==> config.mk <==
export PLATFORM = sky130hd
export DESIGN_NAME = sh_stream_rx_flat
export DESIGN_NICKNAME = d
export VERILOG_FILES = /design/src/verilog/sh_stream_pkg.sv /design/src/verilog/sh_link_if.sv /design/src/verilog/sh_stream_rx.sv /design/src/flat_wrapper.sv
export SDC_FILE = /design/constraint.sdc
export NUM_CORES = 1
export LEC_CHECK = 0
export BUFFER_PORTS_ARGS = -buffer_cell sky130_fd_sc_hd__buf_2
export CAP_MARGIN = 15
export CORE_MARGIN = 4
export CORE_UTILIZATION = 50
export CTS_CLUSTER_DIAMETER = 200
export DETAILED_ROUTE_END_ITERATION = 10
export MAX_ROUTING_LAYER = met4
export PLACE_DENSITY = 0.67
export SYNTH_ARGS = -nofsm -noshare
export SYNTH_HDL_FRONTEND = slang
export SYNTH_SLANG_ARGS = --single-unit
==> constraint.sdc <==
create_clock -name clk -period 24.1 [get_ports clk]
set_input_delay 4.82 -clock clk [delete_from_list [all_inputs] [get_ports clk]]
set_output_delay 4.82 -clock clk [all_outputs]
set_load 0.03 [all_outputs]
==> src/verilog/sh_stream_pkg.sv <==
`default_nettype none
package sh_stream_pkg;
  localparam int PAY_W      = 64;
  localparam int BLK_W      = 66;
  localparam int MB_BLOCKS  = 32;
  localparam int CRC_W      = 12;
  localparam int FEC_W      = 26;
  localparam int CNT_W      = 8;

  typedef logic [1:0] mode_t;
  localparam mode_t MODE_CRC12 = 2'h0;
  localparam mode_t MODE_FEC   = 2'h2;

  // Koopman form, x^12 in bit 11; +1 term implicit
  localparam logic [11:0] CRC12_POLY = 12'h987;
  localparam logic [11:0] CRC12_TAPS = {CRC12_POLY[10:0], 1'b1};
  // x^21+x^17+x^9+x^4+1 below the x^26 term
  localparam logic [25:0] FEC_TAPS   = 26'h0220211;

  localparam logic [1:0]  HDR_ONE    = 2'h1;
  localparam logic [1:0]  HDR_ZERO   = 2'h2;
  localparam int          EOEMB_POS  = 22;
  localparam logic [4:0]  EOMB_PILOT = 5'h01;
  // Stream with zero parity, CRC layout, end bit clear
  localparam logic [31:0] SHS_RST    = 32'h80A88888;
  localparam logic [4:0]  LAST_BLK   = 5'h1F;

  localparam logic [7:0]  HDR_WIN    = 8'h40;
  localparam logic [7:0]  HDR_LIM    = 8'h04;
  localparam logic [7:0]  MB_WIN     = 8'h08;
  localparam logic [7:0]  MB_LIM     = 8'h03;
  localparam logic [7:0]  EMB_WIN    = 8'h08;
  localparam logic [7:0]  EMB_LIM    = 8'h03;

  function automatic logic [11:0] crc12_step(input logic [11:0] s,
                                             input logic [63:0] d);
    logic [11:0] c;
    logic        fb;
    c = s;
    for (int i = 63; i >= 0; i--) begin
      fb = d[i] ^ c[11];
      c  = {c[10:0], 1'b0} ^ ({12{fb}} & CRC12_TAPS);
    end
    return c;
  endfunction : crc12_step

  function automatic logic [25:0] fec_step(input logic [25:0] s,
                                           input logic [63:0] d);
    logic [25:0] c;
    logic        fb;
    c = s;
    for (int i = 63; i >= 0; i--) begin
      fb = d[i] ^ c[25];
      c  = {c[24:0], 1'b0} ^ ({26{fb}} & FEC_TAPS);
    end
    return c;
  endfunction : fec_step
endpackage : sh_stream_pkg
`default_nettype wire

==> src/verilog/sh_link_if.sv <==
`default_nettype none
interface sh_link_if;
  logic [65:0] blk;
  logic        blk_valid;
  modport tx (output blk, output blk_valid);
  modport rx (input blk, input blk_valid);
endinterface : sh_link_if
`default_nettype wire

==> src/verilog/sh_stream_rx.sv <==
`default_nettype none
module sh_stream_rx
  import sh_stream_pkg::*;
(
  // Clock and reset
  input  wire logic                       clk,
  input  wire logic                       sys_rst,
  // Link
  sh_link_if.rx                           link,
  // Configuration
  input  wire sh_stream_pkg::mode_t       header_stream_code_select,
  input  wire logic [sh_stream_pkg::CNT_W-1:0] emb_len,
  input  wire logic [sh_stream_pkg::CNT_W-1:0] release_delay,
  // Released data
  output logic [63:0]                     data_out,
  output logic                            data_valid,
  // Status
  output logic                            aligned,
  output logic                            check_err,
  output logic                            syn_valid,
  output logic [sh_stream_pkg::FEC_W-1:0] syndrome,
  output logic                            block_lost,
  output logic                            sync_lost,
  output logic                            ref_pulse_req
);
  import sh_stream_pkg::*;

  typedef enum logic [2:0] {
    ST_HUNT  = 3'b001,
    ST_ALIGN = 3'b010,
    ST_REL   = 3'b100
  } rx_state_t;

  rx_state_t        st_reg, st_next;
  logic [31:0]      hist_reg;
  logic [4:0]       bcnt_reg;
  logic [CNT_W-1:0] mbcnt_reg;
  logic             emb_known_reg;
  logic             prev_ok_reg;
  logic             buf_reg;
  logic [15:0]      lemc_reg;
  logic [CRC_W-1:0] crc_reg, crc_prev_reg;
  logic [FEC_W-1:0] fec_reg, fec_prev_reg;
  logic [CNT_W-1:0] hwin_reg, herr_reg, mwin_reg, merr_reg;
  logic [CNT_W-1:0] ewin_reg, eerr_reg;
  logic [63:0]      data_reg;
  logic             dval_reg, cerr_reg, sval_reg;
  logic             blost_reg, slost_reg, ref_reg;
  logic [FEC_W-1:0] syn_reg;

  wire        v        = link.blk_valid;
  wire [1:0]  h        = link.blk[65:64];
  wire [63:0] d        = link.blk[63:0];
  wire        hb       = (h == HDR_ONE);
  wire        hbad     = (h != HDR_ONE) && (h != HDR_ZERO);
  wire [31:0] w        = {hist_reg[30:0], hb};
  wire [31:0] s        = {<<{w}};
  wire        pilot_ok = ({s[27], s[28], s[29], s[30], s[31]}
                          == EOMB_PILOT);
  wire        locked   = (st_reg != ST_HUNT);
  wire        last_blk = (bcnt_reg == LAST_BLK);
  wire        first    = (bcnt_reg == 5'h00);
  wire        last_mb  = (mbcnt_reg == emb_len - CNT_W'(1));
  wire        mb_end   = v & locked & last_blk;
  wire        emb_err  = mb_end & emb_known_reg & (s[EOEMB_POS] != last_mb);
  wire [CRC_W-1:0] crc_new = crc12_step(first ? '0 : crc_reg, d);
  wire [FEC_W-1:0] fec_new = fec_step(first ? '0 : fec_reg, d);
  wire [CRC_W-1:0] crc_rx  = {s[0], s[1], s[2], s[4], s[5], s[6],
                              s[8], s[9], s[10], s[12], s[13], s[14]};
  wire [FEC_W-1:0] fec_rx  = {s[0], s[1], s[2], s[3], s[4], s[5], s[6],
                              s[7], s[8], s[9], s[10], s[11], s[12],
                              s[13], s[14], s[15], s[16], s[17], s[18],
                              s[19], s[20], s[21], s[23], s[24], s[25],
                              s[26]};
  wire        hdr_drop = v & locked & hbad & (herr_reg == HDR_LIM - 8'h01);
  wire        mb_drop  = mb_end & ~pilot_ok & (merr_reg == MB_LIM - 8'h01);
  wire        emb_drop = emb_err & (eerr_reg == EMB_LIM - 8'h01);
  wire        any_drop = hdr_drop | mb_drop | emb_drop;
  wire [15:0] lemc_top = 16'({emb_len, 5'h00}) - 16'h0001;
  wire        emb_start = mb_end & emb_known_reg & last_mb;

  always_comb begin
    st_next = st_reg;
    unique case (st_reg)
      ST_HUNT:  if (v && pilot_ok && !hbad) st_next = ST_ALIGN;
      ST_ALIGN: if (buf_reg && lemc_reg == 16'(release_delay))
                  st_next = ST_REL;
      ST_REL:   st_next = ST_REL;
    endcase
    if (any_drop) st_next = ST_HUNT;
  end

  always_ff @(posedge clk) begin
    if (sys_rst) begin
      st_reg <= ST_HUNT;
      // Ones, so no end pilot is seen before real headers
      hist_reg <= '1;
      bcnt_reg <= '0;
      mbcnt_reg <= '0;
      emb_known_reg <= 1'b0;
      buf_reg <= 1'b0;
    end else if (v) begin
      st_reg <= st_next;
      hist_reg <= w;
      bcnt_reg <= (st_reg == ST_HUNT) ? 5'h00 : bcnt_reg + 5'h01;
      if (!locked) emb_known_reg <= 1'b0;
      else if (mb_end) begin
        if (!emb_known_reg && s[EOEMB_POS]) emb_known_reg <= 1'b1;
        mbcnt_reg <= (last_mb || !emb_known_reg) ? '0
                     : mbcnt_reg + CNT_W'(1);
      end
      if (!locked || any_drop) buf_reg <= 1'b0;
      else if (emb_start) buf_reg <= 1'b1;
    end
  end

  // Free-running local extended multiblock clock, in blocks
  always_ff @(posedge clk) begin
    if (sys_rst) lemc_reg <= '0;
    else if (v) lemc_reg <= (lemc_reg >= lemc_top) ? '0
                            : lemc_reg + 16'h0001;
  end

  always_ff @(posedge clk) begin
    if (sys_rst) begin
      crc_reg <= '0; fec_reg <= '0;
      crc_prev_reg <= '0; fec_prev_reg <= '0;
      prev_ok_reg <= 1'b0;
      cerr_reg <= 1'b0; sval_reg <= 1'b0; syn_reg <= '0;
    end else begin
      cerr_reg <= 1'b0;
      sval_reg <= 1'b0;
      if (v && locked) begin
        crc_reg <= crc_new;
        fec_reg <= fec_new;
      end
      if (!locked) prev_ok_reg <= 1'b0;
      else if (mb_end) begin
        crc_prev_reg <= crc_new;
        fec_prev_reg <= fec_new;
        prev_ok_reg <= 1'b1;
        if (prev_ok_reg && header_stream_code_select == MODE_FEC) begin
          syn_reg <= fec_prev_reg ^ fec_rx;
          sval_reg <= 1'b1;
        end else if (prev_ok_reg) begin
          cerr_reg <= (crc_prev_reg != crc_rx);
        end
      end
    end
  end

  // Error windows for header, pilot and end bit
  always_ff @(posedge clk) begin
    if (sys_rst || !locked) begin
      hwin_reg <= '0; herr_reg <= '0; mwin_reg <= '0;
      merr_reg <= '0; ewin_reg <= '0; eerr_reg <= '0;
    end else if (v) begin
      hwin_reg <= (hwin_reg == HDR_WIN - 8'h01) ? '0 : hwin_reg + 8'h01;
      if (hwin_reg == HDR_WIN - 8'h01) herr_reg <= '0;
      else if (hbad) herr_reg <= herr_reg + 8'h01;
      if (mb_end) begin
        mwin_reg <= (mwin_reg == MB_WIN - 8'h01) ? '0 : mwin_reg + 8'h01;
        if (mwin_reg == MB_WIN - 8'h01) merr_reg <= '0;
        else if (!pilot_ok) merr_reg <= merr_reg + 8'h01;
      end
      if (emb_start) begin
        ewin_reg <= (ewin_reg == EMB_WIN - 8'h01) ? '0 : ewin_reg + 8'h01;
        if (ewin_reg == EMB_WIN - 8'h01) eerr_reg <= '0;
      end
      if (emb_err) eerr_reg <= eerr_reg + 8'h01;
    end
  end

  always_ff @(posedge clk) begin
    if (sys_rst) begin
      data_reg <= '0; dval_reg <= 1'b0;
      blost_reg <= 1'b0; slost_reg <= 1'b0; ref_reg <= 1'b0;
    end else begin
      dval_reg <= v & (st_reg == ST_REL);
      if (v) data_reg <= d;
      blost_reg <= hdr_drop;
      slost_reg <= mb_drop | emb_drop;
      ref_reg <= mb_drop | emb_drop;
    end
  end

  assign data_out      = data_reg;
  assign data_valid    = dval_reg;
  assign aligned       = (st_reg == ST_REL);
  assign check_err     = cerr_reg;
  assign syn_valid     = sval_reg;
  assign syndrome      = syn_reg;
  assign block_lost    = blost_reg;
  assign sync_lost     = slost_reg;
  assign ref_pulse_req = ref_reg;
endmodule : sh_stream_rx
`default_nettype wire

==> src/flat_wrapper.sv <==
// flat-port wrapper written by rule: the top's interface ports become plain ports
module sh_stream_rx_flat import sh_stream_pkg::*;
  (clk, sys_rst, header_stream_code_select, emb_len, release_delay, data_out, data_valid, aligned, check_err, syn_valid, syndrome, block_lost, sync_lost, ref_pulse_req, link_blk, link_blk_valid);
  sh_link_if link_i ();
  input  wire logic clk;
  input  wire logic sys_rst;
  input  wire sh_stream_pkg::mode_t header_stream_code_select;
  input  wire logic [sh_stream_pkg::CNT_W-1:0] emb_len;
  input  wire logic [sh_stream_pkg::CNT_W-1:0] release_delay;
  output logic [63:0] data_out;
  output logic data_valid;
  output logic aligned;
  output logic check_err;
  output logic syn_valid;
  output logic [sh_stream_pkg::FEC_W-1:0] syndrome;
  output logic block_lost;
  output logic sync_lost;
  output logic ref_pulse_req;
  input wire logic [$bits(link_i.blk)-1:0] link_blk;
  input wire logic [$bits(link_i.blk_valid)-1:0] link_blk_valid;
  assign link_i.blk = link_blk;
  assign link_i.blk_valid = link_blk_valid;
  sh_stream_rx u_core (.clk(clk), .sys_rst(sys_rst), .link(link_i), .header_stream_code_select(header_stream_code_select), .emb_len(emb_len), .release_delay(release_delay), .data_out(data_out), .data_valid(data_valid), .aligned(aligned), .check_err(check_err), .syn_valid(syn_valid), .syndrome(syndrome), .block_lost(block_lost), .sync_lost(sync_lost), .ref_pulse_req(ref_pulse_req));
endmodule
-- Word-level counts from Yosys, hierarchy flattened
Cells that the tools add are included.
- input port bits: 87
- memories kept: 0
- register bits: 285
- RAM bits: 0
- output and inout port bits: 97
- latch bits: 0
- memory bits (read-only): 0
- shift-type cells: 0
- reduce and logical (&&, ||, !) cells: 32
- $lt $le $gt $ge: 1
- add/sub/neg operators: 11
- $mul: 0
- mux-type cells: 25
- equal/unequal tests: 25
- div/mod/pow operators: 0
- bitwise gates (word level): 275
- operators by type and width (operator ; number):
    26-bit by 22-bit bitwise XOR with 26-bit output ; 64
    12-bit by 10-bit bitwise XOR with 12-bit output ; 64
    1-bit bitwise XOR ; 128
    8-bit two-way mux ; 11
    8-bit by 1-bit adder with 8-bit output (second input constant) ; 7
    26-bit two-way mux ; 1
    26-bit bitwise XOR ; 1
    8-bit by 2-bit equality test with 1-bit output (second input constant) ; 3
    3-bit AND reduction ; 6
    16-bit by 1-bit adder with 16-bit output (second input constant) ; 1
    16-bit by 8-bit equality test with 1-bit output ; 1
    8-bit by 3-bit equality test with 1-bit output (second input constant) ; 2
    16-bit greater-or-equal comparator ; 1
    16-bit two-way mux ; 1
    13-bit by 1-bit subtractor with 14-bit output (second input constant) ; 1
    12-bit two-way mux ; 1
    12-bit != test ; 1
    1-bit bitwise AND ; 11
    2-bit AND reduction ; 5
    3-bit two-way mux ; 3
    3-bit by 1-bit != test with 1-bit output (second input constant) ; 3
    3-bit case mux with 3 select lines ; 1
    8-bit by 6-bit equality test with 1-bit output (second input constant) ; 1
    8-bit equality test ; 1
    other kinds (24) ; 50

-- Logic depth before layout (Yosys ltp)
- depth after elaboration: 130
- depth in mapped cells: 22
- gate-level depth less buffers: 20

-- Least setup slack after synthesis
OpenSTA, ideal clock, no wires.
- path kind: input -> register
- from: input link_blk[61]
- to: register u_core.crc_prev_reg[8]
- required time: 24014 ps
- arrival time: 11116 ps
- cell stages on the path: 17
- library setup time: 86 ps
- setup slack: 12898 ps
- cells stage by stage: clkbuf_1 > xor2_4 > xnor3_1 > xnor2_2 > xnor2_1 > xnor3_2 > xor3_1 > xnor3_1 > xnor3_2 > xnor3_1 > xnor3_1 > xnor3_1 > xor3_1 > xor3_1 > xnor3_2 > xnor2_1 > a211oi_1
- cells in the longest elaborated chain, start to end: 83
- elaborated cells on any way between the ends: 119
- those cells by class: bitwise: 119
- RTL lines (item ; RTL line ; source):
    start: declaration ; flat_wrapper.sv:19 ; input wire logic [$bits(link_i.blk)-1:0] link_blk;
    1-bit bitwise XOR * ; sh_stream_pkg.sv:41 ; fb = d[i] ^ c[11];
    12-bit by 10-bit bitwise XOR with 12-bit output * (3 in a row) ; sh_stream_pkg.sv:42 ; c = {c[10:0], 1'b0} ^ ({12{fb}} & CRC12_TAPS);
    1-bit bitwise XOR or 12-bit by 10-bit bitwise XOR with 12-bit output (tied branches) ; sh_stream_pkg.sv:41, sh_stream_pkg.sv:42 ;
    12-bit by 10-bit bitwise XOR with 12-bit output * (3 in a row) ; sh_stream_pkg.sv:42 ;
    1-bit bitwise XOR or 12-bit by 10-bit bitwise XOR with 12-bit output (tied branches) ; sh_stream_pkg.sv:41, sh_stream_pkg.sv:42 ;
    12-bit by 10-bit bitwise XOR with 12-bit output * (3 in a row) ; sh_stream_pkg.sv:42 ;
    1-bit bitwise XOR or 12-bit by 10-bit bitwise XOR with 12-bit output (tied branches) ; sh_stream_pkg.sv:41, sh_stream_pkg.sv:42 ;
    12-bit by 10-bit bitwise XOR with 12-bit output * (3 in a row) ; sh_stream_pkg.sv:42 ;
    [... 52 more ...] ; n/a ;
    1-bit bitwise XOR or 12-bit by 10-bit bitwise XOR with 12-bit output (tied branches) ; sh_stream_pkg.sv:41, sh_stream_pkg.sv:42 ;
    12-bit by 10-bit bitwise XOR with 12-bit output * (3 in a row) ; sh_stream_pkg.sv:42 ;
    1-bit bitwise XOR or 12-bit by 10-bit bitwise XOR with 12-bit output (tied branches) ; sh_stream_pkg.sv:41, sh_stream_pkg.sv:42 ;
    12-bit by 10-bit bitwise XOR with 12-bit output * (3 in a row) ; sh_stream_pkg.sv:42 ;
    1-bit bitwise XOR or 12-bit by 10-bit bitwise XOR with 12-bit output (tied branches) ; sh_stream_pkg.sv:41, sh_stream_pkg.sv:42 ;
    12-bit by 10-bit bitwise XOR with 12-bit output * (4 in a row) ; sh_stream_pkg.sv:42 ;
    1-bit bitwise XOR ; sh_stream_pkg.sv:41 ;
    12-bit by 10-bit bitwise XOR with 12-bit output * ; sh_stream_pkg.sv:42 ;
    end signal: assignment ; sh_stream_rx.sv:139 ; crc_prev_reg <= crc_new;
    end: declaration ; sh_stream_rx.sv:42 ; logic [CRC_W-1:0] crc_reg, crc_prev_reg;
Mark *: on every way between the ends. The rest lies on a longest branch, timed or not.
A chain may end at the register's enable or synchronous reset.

-- Worst setup path after layout
- from: input link_blk[61]
- to: register u_core.crc_reg[8]
- cells in the longest elaborated chain, start to end: 83
- elaborated cells on any way between the ends: 119
- those cells by class: bitwise: 119
- RTL lines (item ; RTL line ; source):
    1-bit bitwise XOR * ; sh_stream_pkg.sv:41 ;
    12-bit by 10-bit bitwise XOR with 12-bit output * (3 in a row) ; sh_stream_pkg.sv:42 ;
    1-bit bitwise XOR or 12-bit by 10-bit bitwise XOR with 12-bit output (tied branches) ; sh_stream_pkg.sv:41, sh_stream_pkg.sv:42 ;
    12-bit by 10-bit bitwise XOR with 12-bit output * (3 in a row) ; sh_stream_pkg.sv:42 ;
    1-bit bitwise XOR or 12-bit by 10-bit bitwise XOR with 12-bit output (tied branches) ; sh_stream_pkg.sv:41, sh_stream_pkg.sv:42 ;
    12-bit by 10-bit bitwise XOR with 12-bit output * (3 in a row) ; sh_stream_pkg.sv:42 ;
    1-bit bitwise XOR or 12-bit by 10-bit bitwise XOR with 12-bit output (tied branches) ; sh_stream_pkg.sv:41, sh_stream_pkg.sv:42 ;
    12-bit by 10-bit bitwise XOR with 12-bit output * (3 in a row) ; sh_stream_pkg.sv:42 ;
    [... 52 more ...] ; n/a ;
    1-bit bitwise XOR or 12-bit by 10-bit bitwise XOR with 12-bit output (tied branches) ; sh_stream_pkg.sv:41, sh_stream_pkg.sv:42 ;
    12-bit by 10-bit bitwise XOR with 12-bit output * (3 in a row) ; sh_stream_pkg.sv:42 ;
    1-bit bitwise XOR or 12-bit by 10-bit bitwise XOR with 12-bit output (tied branches) ; sh_stream_pkg.sv:41, sh_stream_pkg.sv:42 ;
    12-bit by 10-bit bitwise XOR with 12-bit output * (3 in a row) ; sh_stream_pkg.sv:42 ;
    1-bit bitwise XOR or 12-bit by 10-bit bitwise XOR with 12-bit output (tied branches) ; sh_stream_pkg.sv:41, sh_stream_pkg.sv:42 ;
    12-bit by 10-bit bitwise XOR with 12-bit output * (4 in a row) ; sh_stream_pkg.sv:42 ;
    1-bit bitwise XOR ; sh_stream_pkg.sv:41 ;
    12-bit by 10-bit bitwise XOR with 12-bit output * ; sh_stream_pkg.sv:42 ;
    end signal: assignment ; sh_stream_rx.sv:134 ; crc_reg <= crc_new;
    end: declaration ; sh_stream_rx.sv:42 ;
Marked as above.

==> flow_summary_export.csv <==
group,metric,value,unit
run_status,status,"complete, no violations",
place,postPlaceCellArea,19600,um2
layout,finalNetCount,2115,
critical_path,crit_path_max_incr_delay,0.67,ns
timing,period_share,0.471,
timing,final.min_clock_period,11.35,ns
job,drv_cap,0,
floorplanning,io_pins,184,
critical_path,end_kind,"flop",
timing,finalSetupViolCount,0,
clock_network,numCtsBuffers,34,
place,dp_hpwl,36.7,mm
synthesis,synth-compound-area-share,0.0680,
global_route,grt.total_usage,0.247,
synthesis,ys_ff_latch,285,
timing,finalSetupTns,0,ns
detailed_routing,ant_nets,0,
synthesis,synthXorXnorAreaFrac,0.413,
synthesis,synth_top_area_share,0.311,
global_route,grt-ovfl-total,0,
clock_network,cts_hold_buf,0,
timing,fmax,88.1,MHz
place,numPortBuffers,183,
global_route,grt_pass1_vias,13100,
floorplanning,row_count,69,
critical_path,cp.arrival,11.78,ns
synthesis,synth_cell_types,53,
timing,rsz0062_at_grt,"no",
layout,final_area,20700,um2
detailed_routing,vias,13200,
clock_network,cts_max_level,2,
global_route,grt_pass1_wl,74.6,mm
timing,slew_headroom,0.362,
clock_network,cts_tree,"built",
synthesis,yosys_warnings,0,
synthesis,yosys.area_share.simple,0.134,
synthesis,synthAdderAreaFrac,0.0177,
global_route,grt_start_max_net_pins,98,
timing,drv_slew,0,
detailed_routing,drt_iter0_drc,748,
critical_path,critical_path_class,"input pin to flop",
critical_path,r2r_cells,20,
synthesis,synth_area,18400,um2
detailed_routing,totalWireLength,47.7,mm
critical_path,cpMostUsedCell,"xnor2_1",
clock_network,clk_path_buf_depth,3,
synthesis,async_reset_ff_frac,0,
clock_network,cts-root-buf,"clkbuf_16",
layout,fill_cells,3166,
synthesis,synth.area.mux_share,0.0360,
layout,syn_to_final_growth,12.9,%
synthesis,syn_inst,1858,
synthesis,synthesis.nets,1971,
synthesis,synth.largest_area_cell,"dfxtp_1",
floorplanning,die_w,200,um
critical_path,worstPathRequired,24.53,ns
timing,tightest_slew,0.957,ns
floorplanning,dieArea,39900,um2
critical_path,cp_slowest_cell,"xnor3_2",
synthesis,synth_edf_count,0,
synthesis,ys_top_cells_by_area,"dfxtp_1, xnor2_1, xnor3_1, xor2_1, nor2_1",
detailed_routing,routed_via_density,5.32,
synthesis,synth.avg_cell_area,9.89,um2
timing,hold-worst-slack,0.462,ns
critical_path,cp_cell_sequence,"buf_2, xor2_4, xnor3_1, xnor2_2, xnor2_1, xnor3_2, xor3_1, xnor2_2, xnor2_1, xnor3_1, xnor2_1, xnor3_1, xor3_1, xnor3_2, xnor3_2, xnor2_1, a211oi_1",
detailed_routing,drc_errors,0,
clock_network,cts_resized,0,
clock_network,cts_sinks,285,
critical_path,cp-start-kind,"input pin",
floorplanning,start_util,0.512,
critical_path,cp.depth,17,
layout,final_common_cell,"xnor2_1",
floorplanning,core,35900,um2
critical_path,crit_fanout,7,
layout,antenna_cells,0,
detailed_routing,detail_route.first_pass.iterations,5,
place,place_congestion,0.972,
clock_network,clock_latency,0.55,ns
synthesis,synth-main-ff-cell,"dfxtp_1",
layout,largest_reg_flops,64,
critical_path,path_buf_inv,1,
floorplanning,die_h,200,um
layout,utilization,0.577,
timing,hold_viol,0,
layout,layout-drive-gt1-share,0.144,
worst_hold_path,hold_class,"flop to flop",
worst_hold_path,hold_depth,2,
timing,fin_skew,0.0217,ns
critical_path,crit_family,"XOR/XNOR gates",
clock_network,path_clk_slew,0.06,ns
layout,layout.cells.most_common_list,"xnor2_1, nor2_1, dfxtp_1, buf_2, xor2_1",
synthesis,seq_area_frac_synth,0.311,
global_route,antenna_found_initial,0,
synthesis,synth_top_family_by_area,"XOR/XNOR gates",
detailed_routing,post_drt_wl_per_cell,19.2,um
clock_network,cts_setup_buffers,0,
worst paths after layout:
check	startpoint	end	slack, ns
setup reg to reg	u_core.bcnt_reg[0]$_SDFFE_PP0P_	u_core.crc_reg[8]$_SDFFE_PP0P_	15.79
hold reg to reg	u_core.fec_reg[9]$_SDFFE_PP0P_	u_core.fec_reg[9]$_SDFFE_PP0P_	0.46
setup / recovery	link_blk[61]	u_core.crc_reg[8]$_SDFFE_PP0P_	12.75
hold / removal	u_core.fec_reg[9]$_SDFFE_PP0P_	u_core.fec_reg[9]$_SDFFE_PP0P_	0.46
cell usage after synthesis (all sizes together), types with 16 or more instances:
| library cell | count |
|---|---|
| xnor2 | 386 |
| ha | 26 |
| a211o | 31 |
| clkbuf | 76 |
| xor2 | 149 |
| dfxtp | 285 |
| nand4 | 31 |
| nand2 | 99 |
| nor3 | 16 |
| nor2b | 37 |
| nor2 | 292 |
| nand3 | 20 |
| xnor3 | 102 |
| a21oi | 63 |
| a211oi | 60 |
| mux2i | 66 |
per-layer routing:
layer | global-route usage | wire length (um) | up-vias
li1 | - | - | 6506
met1 | 0.323 | 21000 | 6377
met2 | 0.412 | 23600 | 276
met3 | 0.0256 | 2100 | 56
met4 | 0.0672 | 997 | 0
met5 | - | 0 | -
worst reg2reg max path, delay by kind of cell (launching register included):
family,cells,cell delay (ns)
AO/OA/AOI/OAI,1,0.27
XOR/XNOR,15,6.45
adder cells (fa/ha/maj),1,0.17
buffers and inverters,1,0.07
flip-flops,1,0.35
AND/OR/NAND/NOR,2,0.90
metrics by stage:
step / instances / worst slack (ns)
after CTS: 2485 / 12.82
after detailed placement: 2427 / 12.29
final: 2485 / 12.75
after global routing: 2485 / 12.45
after floorplan: 1858 / 12.90
after global placement: 2427 / 12.47
cells by family after synthesis:
kind of cell    Yosys count
compound gates          187
simple gates            545
buf+inv                  98
flops                   285
fa+ha+maj                26
xor+xnor                651
mux                      66
cell type report:
cell class	instances	area (um2)	area share
multi-input cells	1475	12300	0.593
clock buffers	46	957	0.0462
clock inverters	12	141	0.00682
repair buffers	193	1000	0.0484
inverters	13	48.8	0.00235
flip-flops and latches	285	5710	0.275
well taps	461	577	0.0278
Power is left out: the tool's default activity adds up to more than one toggle a clock period on the data nets, which glitch-free logic cannot reach.
